`src/hdl/oflm_pkg.sv`:
```
/*
 * Constants for the OAM frame loss measurement block: register offsets,
 * control and sticky bit positions, PDU type codes and field figures.
 * Assumes a 32-bit Avalon-MM slave with byte addresses.
 */
package oflm_pkg;
  // Register byte offsets
  localparam logic [5:0] CTRL_OFS        = 6'h00;
  localparam logic [5:0] STICKY_OFS      = 6'h04;
  localparam logic [5:0] INSERT_OFS      = 6'h08;
  localparam logic [5:0] MSG_TX_OFS      = 6'h0c;
  localparam logic [5:0] MSG_RX_OFS      = 6'h10;
  localparam logic [5:0] REPLY_TX_OFS    = 6'h14;
  localparam logic [5:0] REPLY_RX_OFS    = 6'h18;
  localparam logic [5:0] STORED_TX_OFS   = 6'h1c;
  localparam logic [5:0] STORED_RX_OFS   = 6'h20;
  // Control register bits
  localparam int MSG_HW_BIT        = 0;
  localparam int REPLY_HW_BIT      = 1;
  localparam int MSG_PDU_CNT_BIT   = 2;
  localparam int REPLY_PDU_CNT_BIT = 3;
  localparam int MSG_DATA_BIT      = 4;
  localparam int REPLY_DATA_BIT    = 5;
  localparam int LOOPBACK_BIT      = 6;
  localparam int MSG_COPY_BIT      = 7;
  localparam int REPLY_COPY_BIT    = 8;
  localparam int REPLY_INSERT_BIT  = 9;
  localparam int CCM_HW_BIT        = 10;
  localparam int CCM_PDU_CNT_BIT   = 11;
  localparam int CCM_DATA_BIT      = 12;
  localparam int CCM_RSV_BIT       = 13;
  localparam int CTRL_WIDTH        = 14;
  localparam logic [13:0] CTRL_RESET = 14'h0000;
  // Sticky register bits
  localparam int ST_MSG_BIT   = 0;
  localparam int ST_REPLY_BIT = 1;
  localparam int ST_CCM_BIT   = 2;
  localparam int ST_SYN_M_BIT = 3;
  localparam int ST_SYN_R_BIT = 4;
  localparam int STICKY_WIDTH = 5;
  localparam logic [4:0] STICKY_RESET = 5'h00;
  // PDU type codes on the lookup port
  localparam logic [2:0] PDU_OTHER = 3'h0;
  localparam logic [2:0] PDU_LMM   = 3'h1;
  localparam logic [2:0] PDU_LMR   = 3'h2;
  localparam logic [2:0] PDU_CCM   = 3'h3;
  localparam logic [2:0] PDU_SLM   = 3'h4;
  localparam logic [2:0] PDU_SLR   = 3'h5;
  // Frame figures
  localparam int          CNT_WIDTH      = 32;
  localparam int          NUM_CLASSES    = 8;
  localparam logic [7:0]  REPLY_TLV_BASE = 8'h0c;
  localparam logic [7:0]  REPLY_TLV_EXT  = 8'h10;
  localparam logic [31:0] COUNT_RESET    = 32'h0000_0000;
endpackage : oflm_pkg

```
`src/hdl/oflm_engine.sv`:
```
/*
 * Frame loss measurement engine of an OAM endpoint: per-class loss
 * counters, LMM/LMR and CCM-LM field fill, sticky flags, PDU counts.
 * Assumes the frame pipeline presents one lookup per cycle on ref_clk
 * and applies the returned field writes one cycle later.
 */
// Summary of operation
// RQ1 - One shared loss counter set serves single- and dual-ended measurement.
// RQ2 - No mode select; PDU types seen decide the measurement type.
// RQ3 - Every loss PDU samples counters picked by the service class index.
// RQ4 - Synthetic loss PDUs still set their own receive sticky bits.
// RQ5 - LMM/LMR hardware enables; when off only statistics, frame unmodified.
// RQ6 - LMM/LMR bits gate PDU counts and data counting in loss counters.
// RQ7 - Tx LMM: TxFCf from tx loss counter, count tx LMM.
// RQ8 - Rx LMM: sticky, RxFCf from rx loss counter, count rx LMM.
// RQ9 - Loopback on: each rx LMM requests an LMR injection toward peer.
// RQ10 - Copy enables send every valid rx LMM or LMR to the CPU.
// RQ11 - Tx LMR: TxFCb from tx loss counter, count tx LMR.
// RQ12 - Rx LMR: sticky, sample rx counter as RxFCb, count rx LMR.
// RQ13 - Insert on: TLV offset 12 to 16, RxFCb after TxFCb, end zeroed.
// RQ14 - Software keeps CCM processing on while running dual-ended measure.
// RQ15 - CCM-LM hardware enable; off means plain CCM but sticky still set.
// RQ16 - CCM-LM bits gate PDU counts and data counting in loss counters.
// RQ17 - Injected valid CCM with any non-zero loss field is CCM-LM.
// RQ18 - Insert-next flag, by software or timer, makes next CCM a CCM-LM.
// RQ19 - Hardware clears insert-next once loss info went into a CCM.
// RQ20 - Tx CCM-LM: TxFCf from counter, TxFCb/RxFCb from stored registers.
// RQ21 - Rx CCM-LM: sticky, store TxFCf and rx counter, count rx PDU.
// RQ22 - Reserved update on: sampled RxFCf written after TxFCb on rx.
// RQ23 - Each count moves by one per qualifying frame, same lookup.
`timescale 1ns/100ps
module oflm_engine (
  input  wire logic        ref_clk,
  input  wire logic        rst_n,
  input  wire logic [5:0]  avs_address,
  input  wire logic        avs_read,
  input  wire logic        avs_write,
  input  wire logic [31:0] avs_writedata,
  output logic      [31:0] avs_readdata,
  output logic             avs_waitrequest,
  input  wire logic        lookup_valid,
  input  wire logic        lookup_tx,
  input  wire logic [2:0]  lookup_pdu_type,
  input  wire logic        lookup_pdu_ok,
  input  wire logic [2:0]  lookup_class,
  input  wire logic [31:0] lookup_txfcf,
  input  wire logic [31:0] lookup_rxfcf,
  input  wire logic [31:0] lookup_txfcb,
  input  wire logic        data_frame_valid,
  input  wire logic        data_frame_tx,
  input  wire logic [2:0]  data_frame_class,
  input  wire logic        loc_timer_expire,
  output logic             res_valid,
  output logic             res_tx_fwd_we,
  output logic      [31:0] res_tx_fwd,
  output logic             res_rx_fwd_we,
  output logic      [31:0] res_rx_fwd,
  output logic             res_tx_back_we,
  output logic      [31:0] res_tx_back,
  output logic             res_rx_back_we,
  output logic      [31:0] res_rx_back,
  output logic             res_post_we,
  output logic      [31:0] res_post,
  output logic             res_tlv_we,
  output logic      [7:0]  res_tlv_offset,
  output logic             res_end_tlv_zero,
  output logic             res_cpu_copy,
  output logic             res_inject_reply,
  output logic             res_ccm_lm
);
  // Bus and configuration state
  logic        wait_reg, wait_next;
  logic [31:0] rdata_reg, rdata_next;
  logic [13:0] ctrl_reg, ctrl_next;
  logic [4:0]  sticky_reg, sticky_next;
  logic        insert_reg, insert_next;
  logic [31:0] msg_tx_reg, msg_tx_next, msg_rx_reg, msg_rx_next;
  logic [31:0] rep_tx_reg, rep_tx_next, rep_rx_reg, rep_rx_next;
  logic [31:0] stored_tx_reg, stored_tx_next;
  logic [31:0] stored_rx_reg, stored_rx_next;
  logic [31:0] tx_lm_reg [oflm_pkg::NUM_CLASSES];
  logic [31:0] tx_lm_next [oflm_pkg::NUM_CLASSES];
  logic [31:0] rx_lm_reg [oflm_pkg::NUM_CLASSES];
  logic [31:0] rx_lm_next [oflm_pkg::NUM_CLASSES];
  // Result state
  logic        rv_reg, rv_next;
  logic        tfw_reg, tfw_next, rfw_reg, rfw_next;
  logic        tbw_reg, tbw_next, rbw_reg, rbw_next;
  logic        pw_reg, pw_next, tlv_reg, tlv_next, ez_reg, ez_next;
  logic        cp_reg, cp_next, inj_reg, inj_next, cl_reg, cl_next;
  logic [31:0] tf_reg, tf_next, rf_reg, rf_next;
  logic [31:0] tb_reg, tb_next, rb_reg, rb_next, pv_reg, pv_next;
  logic [7:0]  to_reg, to_next;
  // Decode
  logic        req, bus_wr, lk, rx, tx;
  logic        is_msg, is_rep, is_ccm, ccm_lm;
  logic [31:0] tx_sel, rx_sel;
  logic        msg_data, rep_data, ccm_data;

  assign req    = avs_read | avs_write;
  assign bus_wr = avs_write & ~wait_reg;
  assign lk     = lookup_valid & lookup_pdu_ok;
  assign rx     = lk & ~lookup_tx;
  assign tx     = lk & lookup_tx;
  assign is_msg = lookup_pdu_type == oflm_pkg::PDU_LMM;
  assign is_rep = lookup_pdu_type == oflm_pkg::PDU_LMR;
  assign is_ccm = lookup_pdu_type == oflm_pkg::PDU_CCM;
  // Non-zero loss fields, or the insert flag on a tx CCM, mark a CCM as CCM-LM
  assign ccm_lm = is_ccm & ((lookup_tx & insert_reg) |             // RQ18
                  (|{lookup_txfcf, lookup_rxfcf, lookup_txfcb})); // RQ17
  assign tx_sel = tx_lm_reg[lookup_class];                        // RQ3
  assign rx_sel = rx_lm_reg[lookup_class];                        // RQ3
  assign msg_data = lk & is_msg & ctrl_reg[oflm_pkg::MSG_DATA_BIT];
  assign rep_data = lk & is_rep & ctrl_reg[oflm_pkg::REPLY_DATA_BIT];
  assign ccm_data = lk & ccm_lm & ctrl_reg[oflm_pkg::CCM_DATA_BIT];

  // Avalon slave: one wait cycle, then the access completes
  always_comb begin
    wait_next  = ~(req & wait_reg);
    rdata_next = rdata_reg;
    if (req & wait_reg) begin
      unique case (avs_address)
        oflm_pkg::CTRL_OFS:      rdata_next = {18'h0, ctrl_reg};
        oflm_pkg::STICKY_OFS:    rdata_next = {27'h0, sticky_reg};
        oflm_pkg::INSERT_OFS:    rdata_next = {31'h0, insert_reg};
        oflm_pkg::MSG_TX_OFS:    rdata_next = msg_tx_reg;
        oflm_pkg::MSG_RX_OFS:    rdata_next = msg_rx_reg;
        oflm_pkg::REPLY_TX_OFS:  rdata_next = rep_tx_reg;
        oflm_pkg::REPLY_RX_OFS:  rdata_next = rep_rx_reg;
        oflm_pkg::STORED_TX_OFS: rdata_next = stored_tx_reg;
        oflm_pkg::STORED_RX_OFS: rdata_next = stored_rx_reg;
        default:                 rdata_next = 32'h0000_0000;
      endcase
    end
  end

  // Configuration, sticky flags, insert flag, stored values, counts
  always_comb begin
    ctrl_next      = ctrl_reg;
    sticky_next    = sticky_reg;
    insert_next    = insert_reg;
    stored_tx_next = stored_tx_reg;
    stored_rx_next = stored_rx_reg;
    msg_tx_next    = msg_tx_reg;
    msg_rx_next    = msg_rx_reg;
    rep_tx_next    = rep_tx_reg;
    rep_rx_next    = rep_rx_reg;
    if (bus_wr && avs_address == oflm_pkg::CTRL_OFS) begin
      ctrl_next = avs_writedata[13:0];                        // RQ2
    end
    // Clear first so a same-cycle event set below wins
    if (bus_wr && avs_address == oflm_pkg::STICKY_OFS) begin
      sticky_next = sticky_reg & ~avs_writedata[4:0];
    end
    if (tx && ccm_lm && ctrl_reg[oflm_pkg::CCM_HW_BIT]) begin
      insert_next = 1'b0;                                     // RQ19
    end
    if ((bus_wr && avs_address == oflm_pkg::INSERT_OFS &&
         avs_writedata[0]) || loc_timer_expire) begin
      insert_next = 1'b1;                                     // RQ18
    end
    if (rx) begin
      if (is_msg) begin
        sticky_next[oflm_pkg::ST_MSG_BIT] = 1'b1;             // RQ8
      end
      if (is_rep) begin
        sticky_next[oflm_pkg::ST_REPLY_BIT] = 1'b1;           // RQ12
      end
      if (ccm_lm) begin
        sticky_next[oflm_pkg::ST_CCM_BIT] = 1'b1;             // RQ15
      end
      if (lookup_pdu_type == oflm_pkg::PDU_SLM) begin
        sticky_next[oflm_pkg::ST_SYN_M_BIT] = 1'b1;           // RQ4
      end
      if (lookup_pdu_type == oflm_pkg::PDU_SLR) begin
        sticky_next[oflm_pkg::ST_SYN_R_BIT] = 1'b1;           // RQ4
      end
    end
    if (lk && is_msg && ctrl_reg[oflm_pkg::MSG_PDU_CNT_BIT]) begin
      if (lookup_tx) begin
        msg_tx_next = msg_tx_reg + 32'h1;                     // RQ7 RQ23
      end else begin
        msg_rx_next = msg_rx_reg + 32'h1;                     // RQ8 RQ23
      end
    end
    if (lk && is_rep && ctrl_reg[oflm_pkg::REPLY_PDU_CNT_BIT]) begin
      if (lookup_tx) begin
        rep_tx_next = rep_tx_reg + 32'h1;                     // RQ11 RQ23
      end else begin
        rep_rx_next = rep_rx_reg + 32'h1;                     // RQ12 RQ23
      end
    end
    // CCM-LM counts share the LMM tx and LMR rx counts
    if (lk && ccm_lm && ctrl_reg[oflm_pkg::CCM_HW_BIT] &&
        ctrl_reg[oflm_pkg::CCM_PDU_CNT_BIT]) begin          // RQ16
      if (lookup_tx) begin
        msg_tx_next = msg_tx_reg + 32'h1;                     // RQ20 RQ23
      end else begin
        rep_rx_next = rep_rx_reg + 32'h1;                     // RQ21 RQ23
      end
    end
    if (rx && ccm_lm && ctrl_reg[oflm_pkg::CCM_HW_BIT]) begin
      stored_tx_next = lookup_txfcf;                          // RQ21
      stored_rx_next = rx_sel;                                // RQ21
    end
  end

  // Shared per-class loss counters, data frames plus optional PDUs
  always_comb begin
    for (int i = 0; i < oflm_pkg::NUM_CLASSES; i++) begin
      tx_lm_next[i] = tx_lm_reg[i];                           // RQ1
      rx_lm_next[i] = rx_lm_reg[i];                           // RQ1
      if (data_frame_valid && data_frame_class == 3'(i)) begin
        if (data_frame_tx) begin
          tx_lm_next[i] = tx_lm_next[i] + 32'h1;
        end else begin
          rx_lm_next[i] = rx_lm_next[i] + 32'h1;
        end
      end
      if ((msg_data || rep_data || ccm_data) &&
          lookup_class == 3'(i)) begin                        // RQ6 RQ16
        if (lookup_tx) begin
          tx_lm_next[i] = tx_lm_next[i] + 32'h1;
        end else begin
          rx_lm_next[i] = rx_lm_next[i] + 32'h1;
        end
      end
    end
  end

  // Lookup result: fields sampled before this lookup's own counting
  always_comb begin
    rv_next  = lookup_valid;
    tfw_next = 1'b0;
    rfw_next = 1'b0;
    tbw_next = 1'b0;
    rbw_next = 1'b0;
    pw_next  = 1'b0;
    tlv_next = 1'b0;
    ez_next  = 1'b0;
    cp_next  = 1'b0;
    inj_next = 1'b0;
    cl_next  = 1'b0;
    tf_next  = 32'h0000_0000;
    rf_next  = 32'h0000_0000;
    tb_next  = 32'h0000_0000;
    rb_next  = 32'h0000_0000;
    pv_next  = 32'h0000_0000;
    to_next  = oflm_pkg::REPLY_TLV_BASE;
    if (lk && is_msg) begin
      cp_next = rx & ctrl_reg[oflm_pkg::MSG_COPY_BIT];        // RQ10
      if (ctrl_reg[oflm_pkg::MSG_HW_BIT]) begin               // RQ5
        tfw_next = lookup_tx;                                 // RQ7
        tf_next  = tx_sel;                                    // RQ7
        rfw_next = ~lookup_tx;                                // RQ8
        rf_next  = rx_sel;                                    // RQ8
        inj_next = rx & ctrl_reg[oflm_pkg::LOOPBACK_BIT];     // RQ9
      end
    end
    if (lk && is_rep) begin
      cp_next = rx & ctrl_reg[oflm_pkg::REPLY_COPY_BIT];      // RQ10
      if (ctrl_reg[oflm_pkg::REPLY_HW_BIT]) begin             // RQ5
        tbw_next = lookup_tx;                                 // RQ11
        tb_next  = tx_sel;                                    // RQ11
        if (rx && ctrl_reg[oflm_pkg::REPLY_INSERT_BIT]) begin
          pw_next  = 1'b1;                                    // RQ13
          pv_next  = rx_sel;                                  // RQ12 RQ13
          tlv_next = 1'b1;                                    // RQ13
          to_next  = oflm_pkg::REPLY_TLV_EXT;                 // RQ13
          ez_next  = 1'b1;                                    // RQ13
        end
      end
    end
    // Dual-ended work relies on the CCM path staying enabled
    if (lk && ccm_lm && ctrl_reg[oflm_pkg::CCM_HW_BIT]) begin // RQ14 RQ15
      cl_next = 1'b1;
      if (lookup_tx) begin
        tfw_next = 1'b1;                                      // RQ20
        tf_next  = tx_sel;                                    // RQ20
        tbw_next = 1'b1;                                      // RQ20
        tb_next  = stored_tx_reg;                             // RQ20
        rbw_next = 1'b1;                                      // RQ20
        rb_next  = stored_rx_reg;                             // RQ20
      end else if (ctrl_reg[oflm_pkg::CCM_RSV_BIT]) begin
        pw_next = 1'b1;                                       // RQ22
        pv_next = rx_sel;                                     // RQ22
      end
    end
  end

  always_ff @(posedge ref_clk) begin
    if (!rst_n) begin
      wait_reg      <= 1'b1;
      rdata_reg     <= oflm_pkg::COUNT_RESET;
      ctrl_reg      <= oflm_pkg::CTRL_RESET;
      sticky_reg    <= oflm_pkg::STICKY_RESET;
      insert_reg    <= 1'b0;
      msg_tx_reg    <= oflm_pkg::COUNT_RESET;
      msg_rx_reg    <= oflm_pkg::COUNT_RESET;
      rep_tx_reg    <= oflm_pkg::COUNT_RESET;
      rep_rx_reg    <= oflm_pkg::COUNT_RESET;
      stored_tx_reg <= oflm_pkg::COUNT_RESET;
      stored_rx_reg <= oflm_pkg::COUNT_RESET;
      for (int i = 0; i < oflm_pkg::NUM_CLASSES; i++) begin
        tx_lm_reg[i] <= oflm_pkg::COUNT_RESET;
        rx_lm_reg[i] <= oflm_pkg::COUNT_RESET;
      end
      rv_reg  <= 1'b0;
      tfw_reg <= 1'b0;
      rfw_reg <= 1'b0;
      tbw_reg <= 1'b0;
      rbw_reg <= 1'b0;
      pw_reg  <= 1'b0;
      tlv_reg <= 1'b0;
      ez_reg  <= 1'b0;
      cp_reg  <= 1'b0;
      inj_reg <= 1'b0;
      cl_reg  <= 1'b0;
      tf_reg  <= oflm_pkg::COUNT_RESET;
      rf_reg  <= oflm_pkg::COUNT_RESET;
      tb_reg  <= oflm_pkg::COUNT_RESET;
      rb_reg  <= oflm_pkg::COUNT_RESET;
      pv_reg  <= oflm_pkg::COUNT_RESET;
      to_reg  <= oflm_pkg::REPLY_TLV_BASE;
    end else begin
      wait_reg      <= wait_next;
      rdata_reg     <= rdata_next;
      ctrl_reg      <= ctrl_next;
      sticky_reg    <= sticky_next;
      insert_reg    <= insert_next;
      msg_tx_reg    <= msg_tx_next;
      msg_rx_reg    <= msg_rx_next;
      rep_tx_reg    <= rep_tx_next;
      rep_rx_reg    <= rep_rx_next;
      stored_tx_reg <= stored_tx_next;
      stored_rx_reg <= stored_rx_next;
      tx_lm_reg     <= tx_lm_next;
      rx_lm_reg     <= rx_lm_next;
      rv_reg  <= rv_next;
      tfw_reg <= tfw_next;
      rfw_reg <= rfw_next;
      tbw_reg <= tbw_next;
      rbw_reg <= rbw_next;
      pw_reg  <= pw_next;
      tlv_reg <= tlv_next;
      ez_reg  <= ez_next;
      cp_reg  <= cp_next;
      inj_reg <= inj_next;
      cl_reg  <= cl_next;
      tf_reg  <= tf_next;
      rf_reg  <= rf_next;
      tb_reg  <= tb_next;
      rb_reg  <= rb_next;
      pv_reg  <= pv_next;
      to_reg  <= to_next;
    end
  end

  assign avs_readdata     = rdata_reg;
  assign avs_waitrequest  = wait_reg;
  assign res_valid        = rv_reg;
  assign res_tx_fwd_we    = tfw_reg;
  assign res_tx_fwd       = tf_reg;
  assign res_rx_fwd_we    = rfw_reg;
  assign res_rx_fwd       = rf_reg;
  assign res_tx_back_we   = tbw_reg;
  assign res_tx_back      = tb_reg;
  assign res_rx_back_we   = rbw_reg;
  assign res_rx_back      = rb_reg;
  assign res_post_we      = pw_reg;
  assign res_post         = pv_reg;
  assign res_tlv_we       = tlv_reg;
  assign res_tlv_offset   = to_reg;
  assign res_end_tlv_zero = ez_reg;
  assign res_cpu_copy     = cp_reg;
  assign res_inject_reply = inj_reg;
  assign res_ccm_lm       = cl_reg;
endmodule : oflm_engine

```
`config.mk`:
```
export PLATFORM = sky130hd
export DESIGN_NAME = oflm_engine
export DESIGN_NICKNAME = d
export VERILOG_FILES = /design/src/hdl/oflm_pkg.sv /design/src/hdl/oflm_engine.sv
export SDC_FILE = /design/constraint.sdc
export NUM_CORES = 2
export LEC_CHECK = 0
export BUFFER_PORTS_ARGS = -buffer_cell sky130_fd_sc_hd__buf_2
export CORE_MARGIN = 2
export CORE_UTILIZATION = 48
export CTS_CLUSTER_SIZE = 25
export DETAILED_ROUTE_END_ITERATION = 10
export GPL_TIMING_DRIVEN = 0
export HOLD_SLACK_MARGIN = 0.15
export PLACE_DENSITY = 0.68
export RECOVER_POWER = 50
export SLEW_MARGIN = 10
export SYNTH_ARGS = -nofsm -noshare
export SYNTH_HDL_FRONTEND = slang
export SYNTH_SLANG_ARGS = --single-unit
export TNS_END_PERCENT = 10
```
`constraint.sdc`:
```
create_clock -name ref_clk -period 3.4 [get_ports ref_clk]
set_input_delay 0.17 -clock ref_clk [delete_from_list [all_inputs] [get_ports ref_clk]]
set_output_delay 0.17 -clock ref_clk [all_outputs]
set_load 0.01 [all_outputs]
```
# [Word level (Yosys, flattened, before mapping)]
# Cells that the tools add are included.
[totals] out_inout_bits=212 register_bits=935 mem_bits_rw=0 rom_bits=0 word_cells=298 latch_bits=0 n_memories=0
[op_classes] multipliers=0 n_addsub=36 reduce_logical=46 div=0 shift=0 eq_ne=27 n_bitwise=24 muxes=121 n_lt_le_gt_ge=1
[ops] op="32-bit two-way mux" n=90
[ops] op="32-bit by 1-bit adder with 32-bit output (second input constant)" n=36
[ops] op="32-bit one-hot mux with 9 select lines" n=1
[ops] op="32-bit binary-select mux with 3-bit select" n=2
[ops] op="96-bit OR reduction" n=1
[ops] op="1-bit logical AND" n=32
[ops] op="3-bit == test (second input constant)" n=10
[ops] op="1-bit two-way mux" n=25
[ops] op="6-bit by 5-bit == test with 1-bit output (second input constant)" n=4
[ops] op="3-bit by 2-bit == test with 1-bit output (second input constant)" n=6
[ops] op="1-bit AND" n=16
[ops] op="5-bit two-way mux" n=3
[ops] op="6-bit by 4-bit == test with 1-bit output (second input constant)" n=2
[ops] op="3-bit by 1-bit == test with 1-bit output (second input constant)" n=3
[ops] op="3-bit AND reduction" n=3
[ops] op="6-bit by 3-bit == test with 1-bit output (second input constant)" n=1
[ops] op="6-bit == test (second input constant)" n=1
[ops] op="3-bit zero test" n=2
[ops] op="6-bit zero test" n=1
[ops] op="2-bit AND reduction" n=3
[ops] op="5-bit AND" n=1
[ops] op="5-bit NOT" n=1
[ops] op="4-bit greater-or-equal comparator (second input constant)" n=1
[ops] op="3-bit NOT with 4-bit output" n=1
[ops] op="4 further kinds" n=9

# [Longest topological paths before layout]
[depth] word_depth=10 mapped_depth=15 ltp_nobuf=11

# [Least setup slack after synthesis]
# OpenSTA, ideal clock, no wires.
[synth_path] path_type="input to register" startpoint="in data_frame_tx" endpoint="reg rx_lm_reg[156] (netlist name)" t_required_ns=3.285 arrival_ns=3.502 cell_stages=14 setup_ns=0.115 slack_ns=-0.217 cell_sequence="buf_2 nand3b_1 buf_2 buf_2 buf_1 nor2_1 mux2_2 ha_1 nand3_1 a2111oi_0 nand3_1 o32a_1 o21a_1 o21a_1"
[synth_between] elab_chain_cells=5
[synth_rtl] item="start, declared" line="oflm_engine.sv:50" source="input wire logic data_frame_tx,"
[synth_rtl] item="32-bit two-way mux (*)" line="oflm_engine.sv:214" source="if (data_frame_tx) begin"
[synth_rtl] item="32-bit two-way mux (*)" line="oflm_engine.sv:213" source="if (data_frame_valid && data_frame_class == 3'(i)) begin"
[synth_rtl] item="32-bit by 1-bit adder with 32-bit output" line="oflm_engine.sv:225" source="rx_lm_next[i] = rx_lm_next[i] + 32'h1;"
[synth_rtl] item="32-bit two-way mux" line="oflm_engine.sv:222" source="if (lookup_tx) begin"
[synth_rtl] item="32-bit two-way mux (*)" line="oflm_engine.sv:220" source="if ((msg_data || rep_data || ccm_data) &&"
[synth_rtl] item="end signal, assigned by index" line="oflm_engine.sv:306" source="rx_lm_reg[i] <= oflm_pkg::COUNT_RESET;"
[synth_rtl] item="end signal, assigned" line="oflm_engine.sv:338" source="rx_lm_reg <= rx_lm_next;"
[synth_rtl] item="end, declared" line="oflm_engine.sv:83" source="logic [31:0] rx_lm_reg [oflm_pkg::NUM_CLASSES];"
# Every way passes the cells marked *; elsewhere a longest branch is shown, timed or not.
# A chain may end at the register's enable or synchronous reset.

# [Worst setup path in the final report]
[layout_path] startpoint="reg insert_reg" endpoint="reg rx_lm_reg[47] (netlist name)"
[layout_between] elab_chain_cells=8
[layout_rtl] item="start, declared" line="oflm_engine.sv:76" source="logic insert_reg, insert_next;"
[layout_rtl] item="start signal, assigned" line="oflm_engine.sv:330" source="insert_reg <= insert_next;"
[layout_rtl] item="1-bit AND" line="oflm_engine.sv:109" source="assign ccm_lm = is_ccm & ((lookup_tx & insert_reg) |"
[layout_rtl] item="1-bit OR" line="oflm_engine.sv:109"
[layout_rtl] item="1-bit AND" line="oflm_engine.sv:109"
[layout_rtl] item="1-bit AND (2 in a row)" line="oflm_engine.sv:115" source="assign ccm_data = lk & ccm_lm & ctrl_reg[oflm_pkg::CCM_DATA_BIT];"
[layout_rtl] item="1-bit logical OR" line="oflm_engine.sv:220"
[layout_rtl] item="1-bit logical AND" line="oflm_engine.sv:220"
[layout_rtl] item="32-bit two-way mux" line="oflm_engine.sv:220"
# Every way passes these cells.

==> summary.md <==
| Metric | Value |
|---|---|
| Worst Min Path Start | `avs_write` |
| Flops & latches, synth | `just over 900` |
| Clk pwr share | `0.505` |
| Die width | `352.1 µm` |
| DP HPWL | `~190000 µm` |
| Crit path DAT | `4220 ps` |
| Share of the synthesized area in the top cell type | `0.3198` |
| Synthesis warning total | `0` |
| PD cells | `around 350 nW/µm²` |
| Achievable frequency | `276.3 MHz` |
| H-tree levels | `3` |
| Post-synth ARST share | `0` |
| Total grt overflow | `0` |
| Starting Density | `0.4841` |
| Routed len/inst | `26.23 µm` |
| GRT Total Usage | `0.3813` |
| Worst setup SP type | `flip-flop` |
| Setup CP Type | `flip-flop to flip-flop` |
| Post-synth top flop | `dfxtp_1` |
| Hold_ws | `199.5 ps` |
| Root buffer selected by CTS | `clkbuf_16` |
| Insertion delay to the later sink of the worst-skew pair | `roughly 760 ps` |
| Clock sink count | `a little over 900` |
| Mean Syn Cell Area | `between 8 and 9 µm²` |
| Rows | `127` |
| Post-Synthesis Cell Area | `~58000 µm²` |
| Worst hold stages | `5` |
| Leakage | `22.09 nW` |
| # port buffers | `334` |
| DRC viols | `0` |
| Max Cap Violations | `1` |
| Worst path required time | `4000 ps` |
| IO Count | `approximately 370` |
| Worst R2R Path Depth | `10` |
| Switching Fraction | `0.2481` |
| First-pass DRT Iterations | `9` |
| RSZ-0062 raised after global routing | `true` |
| Critical R2R Launch | `insert_reg` |
| Antenna Nets Post-Route | `0` |
| Number of library cell types mapped by synthesis | `between 100 and 150` |
| Core area | `approximately 120000 µm²` |
| Min-Delay Endpoint | `ctrl_reg[2]` |
| Gpl congestion | `1.025` |
| FILL cells | `about 11000` |
| Share of cells above drive strength 1 | `0.1327` |
| Area growth syn-to-layout | `18.15%` |
| Die area | `124000 µm²` |
| Vias/cell | `6.431` |
| Failing checks | `max-capacitance violations, max-slew violations, negative setup slack` |
| Worst Hold Class | `input port to flip-flop` |
| Die Y | `352.1 µm` |
| Slew Limit Fails | `11` |
| Post-route setup slack | `-219.2 ps` |
| Worst Setup End Kind | `flip-flop` |
| TritonCTS clock tree | `yes` |
| Clock buffer count from CTS | `about 110` |
| Final Hold Viols | `0` |
| Setup violators final | `139` |
| Final min period | `3619 ps` |
| Switching pwr | `between 0.006 and 0.007 W` |
| Most frequent cells in the layout | `nor2_1, dfxtp_1, nand2_1` |
| Routed vias | `61282` |
| Clock slew at reported path FFs | `60 ps` |
| Net count, final | `8012` |
| First-pass GRT wire length | `~360000 µm` |
| Fin util | `0.5720` |
| Routed wire length | `roughly 250000 µm` |
| DR iter-0 viols | `approximately 9000` |
| Largest net degree at the start of global routing | `18` |
| Clk_skew | `61.24 ps` |
| Slew @ Worst Pin | `1514 ps` |
| Top cells by area, synth | `dfxtp_1, xnor2_1, nor2_1` |
| Internal power | `0.01832 W` |
| Sequential cell area fraction in the yosys report | `0.3198` |
| Final worst path period share | `1.064` |
| Mapped Cells | `approximately 7300` |
| Rel. slew slack | `-0.009604` |
| Maximum clock insertion buffer count | `3` |
| Post-synth EDFFs | `0` |
| Initial antenna violation count | `23` |
| Crit Reg-Reg Endpoint | `rx_lm_reg[47]` |
| Comb power frac | `0.047` |
| Critical path fanouts, max | `8` |
| Peak VDD IR | `407.1 µV` |
| Run status | `finished with violations` |
| Commonest non-fill, non-tap cell in the layout | `nor2_1` |
| Seq pwr share | `0.447` |
| Vias in the first global route | `55292` |
| Area leader, netlist | `dfxtp_1` |
| FF-to-FF setup slack | `-220 ps` |
==> per-stage QoR <==
step	TNS (ps)	power (W)	worst slack, ps	cells	area [µm²]
detailed placement	-643090	0.01218	-1904	9221	62070
CTS	-1715	0.02438	-197.2	9494	67740
finish	-11120	0.02437	-219.2	9529	68710
global route	-19210	0.02488	-276.6	9525	68700
floorplan	-155.7	0.01163	-64.95	7267	58190
global placement	-1215580	0.01216	-2850	9213	61870
==> timing repair <==
action | 4_1_cts | 5_1_grt
setup endpoints to repair | 519 | 303
cloned | 0 | 0
pin swaps | 31 | 58
endpoints found under the hold margin | 72 | 0
resized for setup | 253 | 281
hold buffers | 64 | 0
setup buffers | 38 | 57
==> layout make-up <==
type                       instances  area [µm²]  area share
multi-input combinational       5752       39040      0.5682
sequential                       929       18740      0.2727
clock buffer                     156        3109     0.04525
timing repair buffer             501        2925     0.04257
tap                             1612        2017     0.02935
buffer                           403        1752     0.02549
clock inverter                    41       631.9    0.009196
inverter                         131       491.7    0.007156
antenna                            4       10.01   0.0001457
==> synthesized netlist by cell type (16+ instances only) <==
cell type and count:
xnor2_1 484, nor3_1 287, o31ai_1 39, a211oi_1 58
a21oi_1 272, or2_2 49, o211ai_1 43, nand4_1 187
nor4b_1 23, ha_1 36, nor2b_1 48, nand3_1 359
nor3b_1 25, o2111ai_1 24, xor2_1 354, nand3b_1 45
o21a_1 29, o22ai_1 19, or4_1 66, nor4_1 196
and3_1 146, a31oi_1 89, nand2_1 639, a2111o_1 16
mux2_2 29, o21ai_0 221, a222oi_1 32, mux2i_1 91
nand2b_1 68, and2_1 138, nor2_1 955, mux4_2 128
a21boi_0 19, a22oi_1 59, nand4b_1 43, or3_1 102
buf_1 48, buf_2 19, and4_1 57, dfxtp_1 929
a21o_1 17, inv_1 129, clkbuf_1 376
==> critical path: stages (launching register included) <==
cell	delay [ps]
dfxtp_1	370
a2111oi_2	90
buf_2	250
a2111oi_4	340
clkbuf_1	340
buf_6	240
o21ai_1	340
nor4_2	960
a31oi_1	240
xor2_1	190
nor2_1	60
==> cell families (layout without fill, tap and decap cells) <==
| logic type | after synthesis | count (layout) | synth area share |
|---|---|---|---|
| flip-flops | 929 | 929 | 0.3198 |
| multiplexers | 248 | 248 | 0.07085 |
| XOR/XNOR | 838 | 838 | 0.1262 |
| other | 1 | 9 | 0.00006448 |
| adder cells (fa/ha/maj) | 37 | 37 | 0.007917 |
| AND/OR/NAND/NOR | 3493 | 3493 | 0.3056 |
| buffers and inverters | 586 | 1232 | 0.03920 |
| AO/OA/AOI/OAI | 1131 | 1131 | 0.1304 |
==> metal layers <==
layer | global-route usage | share of wire | routed length, µm
met3 | 0.08517 | 0.11 | 28560
met5 | 0 | 0.00070 | 176
met2 | 0.5752 | 0.43 | 106600
met4 | 0.2163 | 0.067 | 16660
met1 | 0.5026 | 0.39 | 97990
==> power by group through the flow <==
stage / registers [W] / logic [W] / clock network, W
2_1_floorplan: 0.0111 / 0.000482 / 0
3_3_place_gp: 0.0112 / 0.00101 / 0
3_5_place_dp: 0.0112 / 0.00103 / 0
4_1_cts: 0.0109 / 0.00110 / 0.0124
5_1_grt: 0.0109 / 0.00117 / 0.0128
6_report: 0.0109 / 0.00115 / 0.0123
==> worst max-delay path by stage <==
stage	startpoint	end
after floorplan	data_frame_tx	rx_lm_reg[94]
after global placement	lookup_tx	rx_lm_reg[47]
after detailed placement	lookup_class[1]	tx_lm_reg[156]
after CTS	rx_lm_reg[226]	rx_lm_reg[254]
after global routing	data_frame_class[1]	rx_lm_reg[222]
final	insert_reg	rx_lm_reg[47]
Power figures use the tool's default switching activity.
